File: src/rps_defines.svh
// constants for the reset and power-on sequencer
// Overview of operation
// - low external reset forces complete hardware reset
// - supply below threshold holds output low, counter held at zero
// - output high after 2^16 instruction cycles overflow
// - undervoltage drops output; restart above threshold
// - full reset clears stacks, masks, status, pc, peripherals
// - flag set then toggled twice resets peripherals only
// - watchdog trip resets core and peripherals, not watchdog
// - instruction clock is twice the input clock rate
`ifndef RPS_DEFINES_SVH
`define RPS_DEFINES_SVH
`define RPS_CNT_W        17
`define RPS_OVF_BIT      16
`define RPS_CLK_NS       25
`define RPS_PC_INIT      14'h0000
`define RPS_PC_W         14
`define RPS_SEQ_W        2
`endif

File: src/rps_pkg.sv
// types for the reset and power-on sequencer
`include "rps_defines.svh"
package rps_pkg;
    // peripheral-reset flag sequence, gray from IDLE through SET to TG1
    typedef enum logic [1:0] {
        RPS_FL_IDLE = 2'b00,
        RPS_FL_SET  = 2'b01,
        RPS_FL_TG1  = 2'b11
    } rps_fl_t;
    // reset outputs travelling together
    typedef struct packed {
        logic core_rst;
        logic periph_rst;
        logic wdog_rst;
    } rps_rst_t;
    // whole module state
    typedef struct packed {
        logic                    sup_s1;
        logic                    sup_s2;
        logic                    sup_lo;
        logic                    ext_s1;
        logic                    ext_s2;
        logic                    wd_s1;
        logic                    wd_s2;
        logic [`RPS_CNT_W-1:0]   cnt;
        logic                    por_n;
        logic                    fl_prev;
        rps_fl_t                 fl_st;
        logic                    prst;
        rps_rst_t                rst;
        logic [`RPS_PC_W-1:0]    pc;
    } rps_state_t;
endpackage

File: src/rps_sequencer.sv
// reset and power-on sequencer top module
`timescale 1ns/10ps
`default_nettype none
`include "rps_defines.svh"
module rps_sequencer
    import rps_pkg::*;
(
    input  wire logic                 CLK_I,
    input  wire logic                 RSTN_I,
    input  wire logic                 EXT_RESET_N_I,
    input  wire logic                 SUPPLY_ABOVE_THR_I,
    input  wire logic                 SUPPLY_ABOVE_HYST_I,
    input  wire logic                 PERIPHERAL_RESET_FLAG_I,
    input  wire logic                 WDOG_TRIP_I,
    output logic                      POR_N_O,
    output logic                      CORE_RESET_O,
    output logic                      PERIPH_RESET_O,
    output logic                      WDOG_RESET_O,
    output logic                      STACK_CLEAR_O,
    output logic                      IRQ_MASK_ALL_O,
    output logic                      MODE_STATUS_CLEAR_O,
    output logic [`RPS_PC_W-1:0]      PC_LOAD_O
);
    // CLK_I is the instruction clock, twice the input clock rate
    rps_state_t r_r;
    rps_state_t r_nxt;

    // ****************************************
    // next-state logic
    // ****************************************
    always_comb begin
        r_nxt = r_r;
        // two-flop synchronisers for supply, external reset and watchdog pins
        r_nxt.sup_s1 = SUPPLY_ABOVE_THR_I;
        r_nxt.sup_s2 = r_r.sup_s1;
        r_nxt.ext_s1 = EXT_RESET_N_I;
        r_nxt.ext_s2 = r_r.ext_s1;
        r_nxt.wd_s1  = WDOG_TRIP_I;
        r_nxt.wd_s2  = r_r.wd_s1;
        // supply monitor with hysteresis, latched low state
        if (!SUPPLY_ABOVE_HYST_I) begin
            r_nxt.sup_lo = 1'b1;
        end else if (r_r.sup_s2) begin
            r_nxt.sup_lo = 1'b0;
        end
        // power-on counter, cleared on undervoltage
        if (r_r.sup_lo || !r_r.sup_s2) begin
            r_nxt.cnt   = '0;
            r_nxt.por_n = 1'b0;
        end else if (!r_r.por_n) begin
            r_nxt.cnt = r_r.cnt + `RPS_CNT_W'(1);
            if (r_r.cnt[`RPS_OVF_BIT]) begin
                r_nxt.por_n = 1'b1;
            end
        end
        // flag set then toggled twice -> peripheral reset pulse
        r_nxt.fl_prev = PERIPHERAL_RESET_FLAG_I;
        r_nxt.prst    = 1'b0;
        case (r_r.fl_st)
            RPS_FL_IDLE: begin
                if (PERIPHERAL_RESET_FLAG_I && !r_r.fl_prev) begin
                    r_nxt.fl_st = RPS_FL_SET;
                end
            end
            RPS_FL_SET: begin
                if (!PERIPHERAL_RESET_FLAG_I) begin
                    r_nxt.fl_st = RPS_FL_TG1;
                end
            end
            RPS_FL_TG1: begin
                if (PERIPHERAL_RESET_FLAG_I) begin
                    r_nxt.fl_st = RPS_FL_IDLE;
                    r_nxt.prst  = 1'b1;
                end
            end
            default: begin
                r_nxt.fl_st = RPS_FL_IDLE;
            end
        endcase
        // reset fan-out: full, watchdog, peripheral
        r_nxt.rst.wdog_rst   = !r_r.ext_s2;
        r_nxt.rst.core_rst   = !r_r.ext_s2 || r_r.wd_s2;
        r_nxt.rst.periph_rst = !r_r.ext_s2 || r_r.wd_s2 || r_r.prst;
        if (r_nxt.rst.core_rst) begin
            r_nxt.pc = `RPS_PC_INIT;
        end
    end

    // ****************************************
    // state register
    // ****************************************
    always_ff @(posedge CLK_I or negedge RSTN_I) begin
        if (!RSTN_I) begin
            r_r <= '{sup_lo: 1'b1, rst: '{1'b1, 1'b1, 1'b1}, pc: `RPS_PC_INIT,
                     fl_st: RPS_FL_IDLE, default: '0};
        end else begin
            r_r <= r_nxt;
        end
    end

    // outputs straight from flops
    assign POR_N_O             = r_r.por_n;
    assign CORE_RESET_O        = r_r.rst.core_rst;
    assign PERIPH_RESET_O      = r_r.rst.periph_rst;
    assign WDOG_RESET_O        = r_r.rst.wdog_rst;
    assign STACK_CLEAR_O       = r_r.rst.core_rst;   // empty stacks
    assign IRQ_MASK_ALL_O      = r_r.rst.core_rst;   // mask interrupts
    assign MODE_STATUS_CLEAR_O = r_r.rst.core_rst;   // clear mode_status_reg
    assign PC_LOAD_O           = r_r.pc;
endmodule
`default_nettype wire

File: config.mk
export PLATFORM = sky130hd
export DESIGN_NAME = rps_sequencer
export DESIGN_NICKNAME = d
export VERILOG_FILES = /design/src/rps_pkg.sv /design/src/rps_sequencer.sv
export VERILOG_INCLUDE_DIRS = /design/src
export SDC_FILE = /design/constraint.sdc
export NUM_CORES = 1
export LEC_CHECK = 0
export BUFFER_PORTS_ARGS = -buffer_cell sky130_fd_sc_hd__buf_2
export CORE_ASPECT_RATIO = 2
export CORE_MARGIN = 2
export CORE_UTILIZATION = 50
export DETAILED_ROUTE_END_ITERATION = 12
export GPL_TIMING_DRIVEN = 0
export PLACE_DENSITY = 0.73
export REMOVE_ABC_BUFFERS = 1
export SLEW_MARGIN = 10
export SYNTH_ARGS = -nofsm -noshare
export SYNTH_HDL_FRONTEND = slang
export SYNTH_SLANG_ARGS = --single-unit
File: constraint.sdc
create_clock -name CLK_I -period 1.8 [get_ports CLK_I]
set_input_delay 0.18 -clock CLK_I [delete_from_list [all_inputs] [get_ports CLK_I]]
set_output_delay 0.18 -clock CLK_I [all_outputs]
set_load 0.02 [all_outputs]
==> results.sh <==
export IMPL_dieArea_sq_um=3350
export IMPL_cp_slowest_cell="or4_1"
export IMPL_r2r_slack_ps=160
export IMPL_power_frac_clock_pct=43.7
export IMPL_cts_setup_buffers=0
export IMPL_antenna_cells=0
export IMPL_r2r_start="POR_N_O$_DFF_PN0_"
export IMPL_cp_num_buf_inv=0
export IMPL_clockBufferDepth=2
export IMPL_clkSinkCount=32
export IMPL_htreeDepth=2
export IMPL_grt_pass1_vias=956
export IMPL_synthMuxAreaShare_pct=1.39
export IMPL_worst_ir_drop_vdd_v=0.000820
export IMPL_drc_errors=0
export IMPL_slew_violations=0
export IMPL_final_nets=159
export IMPL_initial_core_util_pct=52.5
export IMPL_crit_family="simple AND/OR/NAND/NOR gates"
export IMPL_multi_input_area_sq_um=542
export IMPL_synth_xor_area_share_pct=5.48
export IMPL_core_area_sq_um=2740
export IMPL_clk_insertion_delay_late_ps=280
export IMPL_die_w_um=41.9
export IMPL_synthCells=132
export IMPL_intPower_uw=1180
export IMPL_drt_total_wl_um=2540
export IMPL_path_clk_slew_ps=60
export IMPL_pwr_share_comb_pct=6.3
export IMPL_stdcell_area_sq_um=1610
export IMPL_synth_edf_count=0
export IMPL_yosysWarningCount=0
export IMPL_crit_required_ps=1990
export IMPL_crit_chain="and4b_2 -> nand3_4 -> or4_1 -> o21ai_0"
export IMPL_hpwl_um=1760
export IMPL_switchingPower_uw=333
export IMPL_period_share_pct=91.4
export IMPL_arrival_ps=1830
export IMPL_end_kind="register"
export IMPL_cts_buffers=5
export IMPL_antenna_found_initial=0
export IMPL_power_density_nw_per_um2=940
export IMPL_ys_ff_latch=32
export IMPL_grt_pass1_wl_um=4240
export IMPL_skew_ps=6.68
export IMPL_fillers=241
export IMPL_rows=27
export IMPL_rsz0062_at_grt="no"
export IMPL_hold_violations=0
export IMPL_leakage_uw=0.000726
export IMPL_grt_max_degree=33
export IMPL_pre_cts_ws_ps=57.7
export IMPL_grt_overflow=0
export IMPL_synth_top_family_by_area="simple AND/OR/NAND/NOR gates"
export IMPL_switching_share_pct=21.9
export IMPL_vias_per_cell=5.11
export IMPL_fin_hold_ws_ps=44.5
export IMPL_wl_per_cell_um=14.0
export IMPL_slowest_delay_ps=470
export IMPL_gp_routability_congestion=0.773
export IMPL_tightest_slew_ps=699
export IMPL_yosys_area_share_simple_pct=20.1
export IMPL_first_pass_iters=4
export IMPL_hp_class="in -> reg"
export IMPL_avgSynthCellArea_sq_um=10.9
export IMPL_holdCritStartpoint="SUPPLY_ABOVE_HYST_I"
export IMPL_yosysUniqueCellTypes=36
export IMPL_drive_gt1_share_pct=20.4
export IMPL_numPortBuffers=13
export IMPL_syn_area_sq_um=1440
export IMPL_final_setup_tns_ps=0
export IMPL_synth_top_cells_by_area="dfrtp_1 (49%), buf_4 (8.9%), dfstp_2 (7.3%)"
export IMPL_async_flop_share_pct=100
export IMPL_synth_top_area_share_pct=48.7
export IMPL_grt_usage_pct=17.6
export IMPL_ys_seq_area_share_pct=56.0
export IMPL_p_seq_share_pct=50.0
export IMPL_ff_latch_area_sq_um=806
export IMPL_top_level_ports=28
export IMPL_finalWorstSetupSlack_ps=156
export IMPL_startpoint_type="register"
export IMPL_die_h_um=79.8
export IMPL_outcome="finished, final reports clean"
export IMPL_fin_crit_ps=1640
export IMPL_synthTopCellsByCount="dfrtp_1 (28), buf_4 (17), nor2_1 (16)"
export IMPL_max_freq_ghz=0.608
export IMPL_cp_max_fo=8
export IMPL_yosys_cell_count_top_type="dfrtp_1"
export IMPL_relSlewSlack_pct=53.4
export IMPL_setup_viol=0
export IMPL_ys_flop_type="dfrtp_1"
export IMPL_crit_type="reg -> reg"
export IMPL_drt_iter0_drc=25
export IMPL_area_growth_pct=12.1
export IMPL_synth_compound_area_share_pct=5.66
export IMPL_yosysTopAreaCell="dfrtp_1"
export IMPL_cap_violations=0
export IMPL_startpoint="POR_N_O$_DFF_PN0_"
export IMPL_postRouteAntennaNets=0
export IMPL_synthAdderAreaFrac_pct=0.870
export IMPL_cts_tree="yes"
export IMPL_total_power_uw=1520
export IMPL_routed_via_count=925
export IMPL_root_buffer="clkbuf_8"
export IMPL_placed_cell_area_sq_um=1460
==> metal layers <==
layer | up-vias | wire length, um | global-route usage [%]
li1 | 448 | - | -
met1 | 453 | 896 | 17.5
met2 | 17 | 1510 | 32.5
met3 | 7 | 73 | 4.07
met4 | 0 | 61 | 9.68
met5 | - | 0 | 0
==> cells by family (layout without fill, tap and decap cells) <==
kind of cell	count (synthesis)	count (layout)
AO/OA/AOI/OAI	13	13
XOR/XNOR	9	9
adder cells (fa/ha/maj)	1	1
buffers and inverters	22	29
flip-flops	32	32
multiplexers	2	2
other	1	14
AND/OR/NAND/NOR	52	52
==> power by group through the flow <==
| stage | logic (uW) | registers (uW) | clock network, uW |
|---|---|---|---|
| global placement | 85.1 | 769 | 0 |
| detailed placement | 88.9 | 771 | 0 |
| CTS | 96.0 | 758 | 680 |
| floorplan | 45.8 | 778 | 0 |
| finish | 95.4 | 758 | 662 |
| global route | 105 | 760 | 710 |
==> timing repair <==
item                                    CTS  global route
endpoints found under the hold margin    31             0
gates resized for setup                   0             2
hold buffers                              4             0
endpoints found under the setup margin    0             3
==> stage by stage <==
step / utilization [%] / cells
4_1_cts: 58.6 / 181
3_5_place_dp: 53.2 / 169
6_report: 58.9 / 181
3_3_place_gp: 53.2 / 169
2_1_floorplan: - / 127
5_1_grt: 58.9 / 181
==> flip-flops by register name, summed over array words and instances (netlist names) <==
register        cells
r_r                25
r_nxt               3
POR_N_O             1
PERIPH_RESET_O      1
WDOG_RESET_O        1
CORE_RESET_O        1
==> final cells by class <==
type	count	share of cell area [%]
Clock buffer	6	4.50
Clock inverter	2	2.17
Inverter	4	0.932
Multi-Input combinational cell	91	33.6
Sequential cell	32	50.0
Tap cell	29	2.25
Timing Repair Buffer	17	6.52
==> layout by cell type, fill, tap and decap left out, types with 2 or more instances in the layout <==
cell type / netlist / final
dfrtp_1: 28 / 28
nor2_1: 16 / 15
conb_1: 1 / 14
buf_2: 0 / 13
nand2_1: 10 / 10
a21oi_1: 5 / 5
xnor2_1: 5 / 5
clkbuf_8: 0 / 5
dfstp_2: 4 / 4
inv_1: 4 / 4
o21ai_0: 4 / 4
xor2_1: 4 / 4
dlygate4sd3_1: 0 / 4
nand3_1: 3 / 3
nand2b_1: 2 / 2
nor2b_1: 2 / 2
nand4_1: 2 / 2
or3_1: 2 / 2
nand4b_1: 2 / 2
nor3_1: 2 / 2
mux2i_1: 2 / 2
==> path summary, 6_finish.rpt <==
| path | to | depth (start not counted) |
|---|---|---|
| hold reg to reg | r_r[41]$_DFF_PN0_ | 0 |
| setup / recovery | r_r[31]$_DFFE_PN0P_ | 4 |
| setup reg to reg | r_r[31]$_DFFE_PN0P_ | 4 |
| hold / removal | r_r[43]$_DFFE_PN1P_ | 2 |
| max in group asynchronous | r_r[22]$_DFFE_PN0P_ | 2 |
| min in group asynchronous | r_r[26]$_DFFE_PN0P_ | 2 |
Note: power is estimated with default switching activity, not from simulation.
